===== config.mk =====
export PLATFORM = sky130hd
export DESIGN_NAME = posl_strap_latch
export DESIGN_NICKNAME = d
export VERILOG_FILES = /design/src/posl_pkg.sv /design/src/posl_strap_latch.sv /design/src/posl_sync.sv
export VERILOG_INCLUDE_DIRS = /design/src
export SDC_FILE = /design/constraint.sdc
export NUM_CORES = 1
export LEC_CHECK = 0
export ABC_AREA = 1
export BUFFER_PORTS_ARGS = -buffer_cell sky130_fd_sc_hd__buf_4
export CELL_PAD_IN_SITES_DETAIL_PLACEMENT = 0
export CELL_PAD_IN_SITES_GLOBAL_PLACEMENT = 1
export CORE_UTILIZATION = 36
export DETAILED_ROUTE_END_ITERATION = 10
export PLACE_DENSITY = 0.75
export SETUP_SLACK_MARGIN = 0.5
export SLEW_MARGIN = 15
export SYNTH_ARGS = -nofsm -noshare
export SYNTH_HDL_FRONTEND = slang
export SYNTH_SLANG_ARGS = --single-unit

===== constraint.sdc =====
create_clock -name clk_sys -period 0.8 [get_ports clk_sys]
set_input_delay 0.08 -clock clk_sys [delete_from_list [all_inputs] [get_ports clk_sys]]
set_output_delay 0.08 -clock clk_sys [all_outputs]
set_load 0.02 [all_outputs]

===== src/posl_defs.svh =====
// Constants for the power-on strap latch: widths, pull defaults and reset values.
`ifndef POSL_DEFS_SVH
`define POSL_DEFS_SVH

`define POSL_STRAP_W 11
`define POSL_OPT_W 11
// Level each strap floats to through its on-die weak pull when nothing drives it.
`define POSL_PULL_DEFAULT 11'h6c1
// Options shown before any capture: the decoded pull defaults.
`define POSL_OPT_RESET 11'h240
// Reset value of the synchronised reset and power-good pins: both low, so reset reads asserted and power-good reads down.
`define POSL_SIDEBAND_RESET 2'h0
`define POSL_SYNC_AGREE_STAGES 3

`endif


===== src/posl_pkg.sv =====
// Types shared by the power-on strap latch.
package posl_pkg;

	typedef struct packed {
		logic       overtempAlertL;
		logic       selfTestStrap;
		logic       serviceBootStrap;
		logic       sequenceHaltStrapL;
		logic       trustedPlatformStrap;
		logic       firmwareAgentStrap;
		logic       trustedAgentStrap;
		logic       safeBootStrap;
		logic [1:0] nodeIndexStrap;
		logic       debugEnStrapL;
	} posl_straps_t;

	typedef struct packed {
		logic       outTriState;
		logic       selfTestRun;
		logic       serviceBoot;
		logic       sequenceHalt;
		logic       trustedPlatform;
		logic       firmwareAgent;
		logic       trustedAgent;
		logic       safeBoot;
		logic [1:0] nodeIndex;
		logic       coldDebugEn;
	} posl_options_t;

endpackage


===== src/posl_strap_latch.sv =====
// Power-on strap latch: captures board straps on reset release and power-good rise.
// Function
// Straps are captured on system reset release or power-good rise, per strap.
// Captured options hold until their own latching input latches again.
// The self-test strap is sampled only when system reset is released.
// All other straps, socket index and debug included, are sampled on power-good rise.
// Provide captured outputs for tri-state, self-test and every boot option.
// The active-low debug strap, taken at power-good, enables cold-boot debug.
// Undriven straps float to their weak-pull defaults.
// Reset and power-good are synchronised first; straps are captured on the detected edge.
`timescale 1ns/1ps
`include "posl_defs.svh"
module posl_strap_latch
	import posl_pkg::*;
(
	input  wire logic          clk_sys,
	input  wire logic          rst,
	input  wire logic          sysResetL,
	input  wire logic          powerGoodIn,
	input  wire posl_straps_t  strapPins,
	input  wire posl_straps_t  strapDriven,
	output posl_options_t      powerOnOptions,
	output logic               resetCaptured,
	output logic               powerGoodCaptured,
	output logic               captureStrobe
);
	posl_straps_t strapResolved;
	posl_straps_t strapNow;
	logic [1:0]   sidebandNow;
	logic         resetLSync;
	logic         powerGoodSync;
	logic         resetLPrev;
	logic         powerGoodPrev;
	logic         resetRelease;
	logic         powerGoodRise;
	posl_options_t decodedNow;
	posl_options_t next_powerOnOptions;

	// Straps active low at the land are turned into active-high options here.
	function automatic posl_options_t decodeOptions(input posl_straps_t s);
		posl_options_t o;
		o.outTriState     = ~s.overtempAlertL;
		o.selfTestRun     = s.selfTestStrap;
		o.serviceBoot     = s.serviceBootStrap;
		o.sequenceHalt    = ~s.sequenceHaltStrapL;
		o.trustedPlatform = s.trustedPlatformStrap;
		o.firmwareAgent   = s.firmwareAgentStrap;
		o.trustedAgent    = s.trustedAgentStrap;
		o.safeBoot        = s.safeBootStrap;
		o.nodeIndex       = s.nodeIndexStrap;
		o.coldDebugEn     = ~s.debugEnStrapL;
		return o;
	endfunction

	// An undriven land floats to its pull, so the pull value stands in for it.
	assign strapResolved = (strapPins & strapDriven)
		| (posl_straps_t'(`POSL_PULL_DEFAULT) & ~strapDriven);

	posl_sync #(
		.W    (`POSL_STRAP_W),
		.INIT (`POSL_PULL_DEFAULT)
	) u_strap_sync (
		.clk_sys (clk_sys),
		.rst     (rst),
		.d       (strapResolved),
		.q       (strapNow)
	);

	// Straps pass the same three stages as the latching inputs, so the value
	// captured on an edge is the one standing at the land when that edge came.
	posl_sync #(
		.W    (2),
		.INIT (`POSL_SIDEBAND_RESET)
	) u_sideband_sync (
		.clk_sys (clk_sys),
		.rst     (rst),
		.d       ({sysResetL, powerGoodIn}),
		.q       (sidebandNow)
	);

	assign resetLSync    = sidebandNow[1];
	assign powerGoodSync = sidebandNow[0];

	always_ff @(posedge clk_sys) begin
		if (rst) begin
			resetLPrev    <= 1'b0;
			powerGoodPrev <= 1'b0;
		end else begin
			resetLPrev    <= resetLSync;
			powerGoodPrev <= powerGoodSync;
		end
	end

	assign resetRelease  = resetLSync & ~resetLPrev;
	assign powerGoodRise = powerGoodSync & ~powerGoodPrev;
	assign decodedNow    = decodeOptions(strapNow);

	// Each field group changes only on its own latching edge and holds otherwise.
	always_comb begin
		next_powerOnOptions = powerOnOptions;
		if (resetRelease) begin
			next_powerOnOptions.selfTestRun = decodedNow.selfTestRun;
		end
		if (powerGoodRise) begin
			next_powerOnOptions.outTriState     = decodedNow.outTriState;
			next_powerOnOptions.serviceBoot     = decodedNow.serviceBoot;
			next_powerOnOptions.sequenceHalt    = decodedNow.sequenceHalt;
			next_powerOnOptions.trustedPlatform = decodedNow.trustedPlatform;
			next_powerOnOptions.firmwareAgent   = decodedNow.firmwareAgent;
			next_powerOnOptions.trustedAgent    = decodedNow.trustedAgent;
			next_powerOnOptions.safeBoot        = decodedNow.safeBoot;
			next_powerOnOptions.nodeIndex       = decodedNow.nodeIndex;
			next_powerOnOptions.coldDebugEn     = decodedNow.coldDebugEn;
		end
	end

	always_ff @(posedge clk_sys) begin
		if (rst) begin
			powerOnOptions <= posl_options_t'(`POSL_OPT_RESET);
		end else begin
			powerOnOptions <= next_powerOnOptions;
		end
	end

	// The captured flags stay up once set, so software can tell pull defaults
	// from real samples; only the block reset clears them.
	always_ff @(posedge clk_sys) begin
		if (rst) begin
			resetCaptured     <= 1'b0;
			powerGoodCaptured <= 1'b0;
			captureStrobe     <= 1'b0;
		end else begin
			resetCaptured     <= resetCaptured | resetRelease;
			powerGoodCaptured <= powerGoodCaptured | powerGoodRise;
			captureStrobe     <= resetRelease | powerGoodRise;
		end
	end

	property p_self_test_capture;
		@(posedge clk_sys) disable iff (rst)
		resetRelease |=> powerOnOptions.selfTestRun == $past(strapNow.selfTestStrap);
	endproperty
	a_self_test_capture: assert property (p_self_test_capture)
		else $error("Self-test option not taken on reset release.");

	property p_self_test_hold;
		@(posedge clk_sys) disable iff (rst)
		!resetRelease |=> $stable(powerOnOptions.selfTestRun);
	endproperty
	a_self_test_hold: assert property (p_self_test_hold)
		else $error("Self-test option changed without reset release.");

	property p_pg_group_hold;
		@(posedge clk_sys) disable iff (rst)
		!powerGoodRise |=> $stable({powerOnOptions.outTriState, powerOnOptions.serviceBoot,
			powerOnOptions.sequenceHalt, powerOnOptions.trustedPlatform,
			powerOnOptions.firmwareAgent, powerOnOptions.trustedAgent,
			powerOnOptions.safeBoot, powerOnOptions.nodeIndex, powerOnOptions.coldDebugEn});
	endproperty
	a_pg_group_hold: assert property (p_pg_group_hold)
		else $error("Power-good options changed without power-good rise.");

	property p_pg_capture;
		@(posedge clk_sys) disable iff (rst)
		powerGoodRise |=> powerOnOptions.nodeIndex == $past(strapNow.nodeIndexStrap)
			&& powerOnOptions.sequenceHalt == !$past(strapNow.sequenceHaltStrapL)
			&& powerOnOptions.serviceBoot == $past(strapNow.serviceBootStrap);
	endproperty
	a_pg_capture: assert property (p_pg_capture)
		else $error("Power-good straps not captured on power-good rise.");

	property p_tristate_capture;
		@(posedge clk_sys) disable iff (rst)
		powerGoodRise |=> powerOnOptions.outTriState == !$past(strapNow.overtempAlertL);
	endproperty
	a_tristate_capture: assert property (p_tristate_capture)
		else $error("Tri-state option not taken from the alert land.");

	property p_debug_capture;
		@(posedge clk_sys) disable iff (rst)
		powerGoodRise |=> powerOnOptions.coldDebugEn == !$past(strapNow.debugEnStrapL);
	endproperty
	a_debug_capture: assert property (p_debug_capture)
		else $error("Cold-boot debug not taken from the active-low strap.");

	property p_pull_default;
		@(posedge clk_sys) disable iff (rst)
		strapDriven == '0 |-> strapResolved == posl_straps_t'(`POSL_PULL_DEFAULT);
	endproperty
	a_pull_default: assert property (p_pull_default)
		else $error("Undriven straps did not take their pull defaults.");

	property p_pg_sync_delay;
		@(posedge clk_sys) disable iff (rst)
		$rose(powerGoodSync) |=> captureStrobe ##1 powerGoodCaptured;
	endproperty
	a_pg_sync_delay: assert property (p_pg_sync_delay)
		else $error("Capture did not follow the synchronised power-good edge.");

	property p_release_edge;
		@(posedge clk_sys) disable iff (rst)
		resetRelease |-> resetLSync && !resetLPrev ##1 resetCaptured && captureStrobe;
	endproperty
	a_release_edge: assert property (p_release_edge)
		else $error("Reset release capture not flagged one cycle later.");

	property p_pg_agents_capture;
		@(posedge clk_sys) disable iff (rst)
		powerGoodRise |=> powerOnOptions.trustedPlatform == $past(strapNow.trustedPlatformStrap)
			&& powerOnOptions.firmwareAgent == $past(strapNow.firmwareAgentStrap)
			&& powerOnOptions.trustedAgent == $past(strapNow.trustedAgentStrap)
			&& powerOnOptions.safeBoot == $past(strapNow.safeBootStrap);
	endproperty
	a_pg_agents_capture: assert property (p_pg_agents_capture)
		else $error("Agent and safe-boot straps not captured on power-good rise.");

	// A strobe with no edge behind it would make pull defaults look like real samples.
	property p_strobe_source;
		@(posedge clk_sys) disable iff (rst)
		captureStrobe |-> $past(resetRelease) || $past(powerGoodRise);
	endproperty
	a_strobe_source: assert property (p_strobe_source)
		else $error("Capture strobe raised without a latching edge.");

	property p_flags_sticky;
		@(posedge clk_sys) disable iff (rst)
		resetCaptured || powerGoodCaptured |=> resetCaptured >= $past(resetCaptured)
			&& powerGoodCaptured >= $past(powerGoodCaptured);
	endproperty
	a_flags_sticky: assert property (p_flags_sticky)
		else $error("A captured flag dropped without block reset.");
endmodule // posl_strap_latch


===== src/posl_sync.sv =====
// Three-stage synchroniser whose output follows only when stages two and three agree.
`timescale 1ns/1ps
module posl_sync #(
	parameter int          W    = 1,
	parameter logic [W-1:0] INIT = '0
) (
	input  wire logic         clk_sys,
	input  wire logic         rst,
	input  wire logic [W-1:0] d,
	output logic      [W-1:0] q
);
	logic [W-1:0] stage1;
	logic [W-1:0] stage2;
	logic [W-1:0] stage3;
	logic [W-1:0] next_q;

	// Stage one feeds stage two only; the agreement test looks at two and three.
	always_ff @(posedge clk_sys) begin
		if (rst) begin
			stage1 <= INIT;
			stage2 <= INIT;
			stage3 <= INIT;
			q      <= INIT;
		end else begin
			stage1 <= d;
			stage2 <= stage1;
			stage3 <= stage2;
			q      <= next_q;
		end
	end

	// A bit moves only while stages two and three agree, so a one-cycle glitch never reaches q.
	genvar i;
	generate
		for (i = 0; i < W; i++) begin : g_agree
			assign next_q[i] = (stage2[i] == stage3[i]) ? stage3[i] : q[i];
		end
	endgenerate
endmodule // posl_sync


==> impl_metrics.json <==
{
  "grt_usage_pct": 14.8,
  "vdd_drop_max_v": 0.00124,
  "cts_buffers": 9,
  "path_cells": "buf_6",
  "io_buffer_count": 39,
  "diodes": 0,
  "fin_nets": 317,
  "syn2layout_area_growth_pct": 40.5,
  "clock_latency_ps": 340,
  "dpl.hpwl_um": 2400,
  "crit_family": "flip-flops",
  "clk_pin_slew_worst_paths_ps": 70,
  "place_inst": 349,
  "crit_type": "reg -> out",
  "r2r_end": "powerOnOptions[3]",
  "fin_cells": 368,
  "placed_cell_area_sq_um": 2580,
  "slowest_delay_ps": 350,
  "min_delay_path_depth": 2,
  "seq_area_frac_synth_pct": 63.1,
  "r2r_slack_ps": 0,
  "holdWs_ps": -69.4,
  "layout_commonest_cell": "nor2_1",
  "cp_slowest_cell": "dfxtp_4",
  "gp_congestion": 0.736,
  "core-area_sq_um": 5640,
  "violations": "hold timing, setup timing",
  "fmax_mhz": 1120,
  "fill_cells": 527,
  "maxSlewViolCount": 0,
  "die_height_um": 79.4,
  "power_mw": 6.11,
  "drc_errors": 0,
  "ys_ff_latch": 68,
  "grt_setup_unrepaired": "yes",
  "final_cell_mix": "nor2_1, dfxtp_2, buf_4, dfxtp_1, nand2_1",
  "post-place-ws_ps": -67.1,
  "netlist_top_cells_area": "dfxtp_1, nor2_1, inv_1",
  "maxCapViolations": 0,
  "reg2reg_from": "u_sideband_sync.q[0]",
  "hold_path_end": "u_strap_sync.stage1[9]",
  "hold_class": "in -> reg",
  "avgViaCountPerCell": 4.46,
  "synth.net_count": 268,
  "worst_slew_pin_slew_ps": 197,
  "clock-root-buffer": "clkbuf_8",
  "netlist_instances": 242,
  "antenna_found_initial": 0,
  "yosysTopAreaCellShare_pct": 63.1,
  "cp_num_buf_inv": 1,
  "cts_tree": "done",
  "power_density_nw_per_um2": 2020,
  "post_synth_instance_area_sq_um": 2160,
  "grt_pass1_vias": 1593,
  "setup_viol": 14,
  "stdcell_area_sq_um": 3030,
  "hold_violations": 13,
  "layout_setup_ws_ps": -93.4,
  "h-tree-depth": 3,
  "cts_max_path_buffers": 2,
  "die_w_um": 79.4,
  "synthDistinctLibCells": 14,
  "netlist.top_cell.by_area": "dfxtp_1",
  "grt_overflow": 0,
  "period_share_pct": 112,
  "arrival_ps": 810,
  "clock_sinks": 68,
  "firstDrtPassIters": 4,
  "grt_max_degree": 23,
  "wl_um": 3800,
  "cp-end-kind": "output port",
  "relSlewSlack_pct": 86.9,
  "final_antenna_net_count": 0,
  "yosysWarningCount": 0,
  "grt_pass1_wl_um": 6870,
  "status": "finished, violations left",
  "clock_skew_ps": 5.26,
  "die_area_sq_um": 6300,
  "worst-r2r-cell-count": 4,
  "start_kind": "register",
  "num_rows": 27,
  "drive_above_1_share_pct": 52.0,
  "p_leak_nw": 1.17,
  "cp.required_ps": 720,
  "drt_iter0_markers": 41,
  "initial_core_util_pct": 38.2,
  "syn_avg_cell_area_sq_um": 8.91,
  "io_pins": 40,
  "vias": 1640,
  "wl_per_cell_um": 10.3,
  "min_from": "strapPins[9]",
  "fin_crit_ps": 893,
  "cp_max_fo": 2
}
-- metal layers --
metal	part of all wire [%]	track usage, %	vias to the layer above
li1	-	-	844
met1	45	16.5	756
met4	3.2	10.9	0
met5	0	0	-
met3	4.0	4.80	10
met2	48	23.5	30
-- timing repair --
action                                 in CTS  in global routing
setup endpoints to repair                  80                 76
resized for setup                          72                 26
pin swaps                                  50                 21
setup buffers                               2                  0
cloned                                      1                  0
endpoints found under the hold margin      14                 13
-- sequential cells by signal, summed over array words and instances (netlist names) --
name,count
u_sideband_sync.q,2
resetLPrev,1
u_strap_sync.stage2,11
u_sideband_sync.stage2,2
u_strap_sync.stage3,11
u_sideband_sync.stage1,2
powerGoodCaptured,1
u_strap_sync.q,11
captureStrobe,1
resetCaptured,1
u_strap_sync.stage1,11
u_sideband_sync.stage3,2
powerGoodPrev,1
powerOnOptions,11
-- cells in the mapped netlist --
| cell type | instances |
|---|---|
| nand2_1 | 24 |
| or2_1 | 10 |
| o21ai_0 | 11 |
| nand3b_1 | 5 |
| inv_2 | 2 |
| buf_4 | 2 |
| nand3_1 | 13 |
| inv_1 | 28 |
| nor2_1 | 56 |
| buf_6 | 4 |
| nor2_4 | 1 |
| a21oi_1 | 15 |
| dfxtp_1 | 68 |
| buf_2 | 3 |
-- how the worst max path moves through the flow --
stage	endpoint	cells past startpoint	slack (ps)	startpoint
floorplan	powerOnOptions[0]	4	40	u_sideband_sync.q[0]
global placement	powerOnOptions[1]	4	-30	u_sideband_sync.q[0]
detailed placement	powerOnOptions[8]	4	-70	u_sideband_sync.q[0]
CTS	powerOnOptions[6]	1	-110	powerOnOptions[6]
global route	powerOnOptions[1]	1	-130	powerOnOptions[1]
finish	powerOnOptions[6]	1	-90	powerOnOptions[6]
-- final cells by class --
class	instances	area, sq um	area share, %
Sequential cell	68	1440	47.5
Multi-Input combinational cell	136	769	25.4
Timing Repair Buffer	46	434	14.3
Clock buffer	13	149	4.92
Inverter	30	133	4.38
Tap cell	72	90.1	2.97
Clock inverter	3	15.0	0.496
-- metrics by stage --
stage	util (%)	TNS, ps
floorplan	-	0
global placement	45.8	-289
detailed placement	45.8	-506
CTS	52.6	-1320
global route	53.7	-1970
finish	53.7	-995
-- cells by family after synthesis --
group	share of synthesized area [%]
DFF	63.1
buffers and inverters	8.71
AOI/OAI and AO/OA	6.04
and+or+nand+nor	22.1
-- report_power, final --
part | internal (mW) | leakage, nW | switching, mW
sequential | 3.42 | 0.565 | 0.0343
combinational | 0.154 | 0.517 | 0.124
clock | 1.20 | 0.0872 | 1.18
total | 4.77 | 1.17 | 1.33
(Power assumes the default switching activity.)
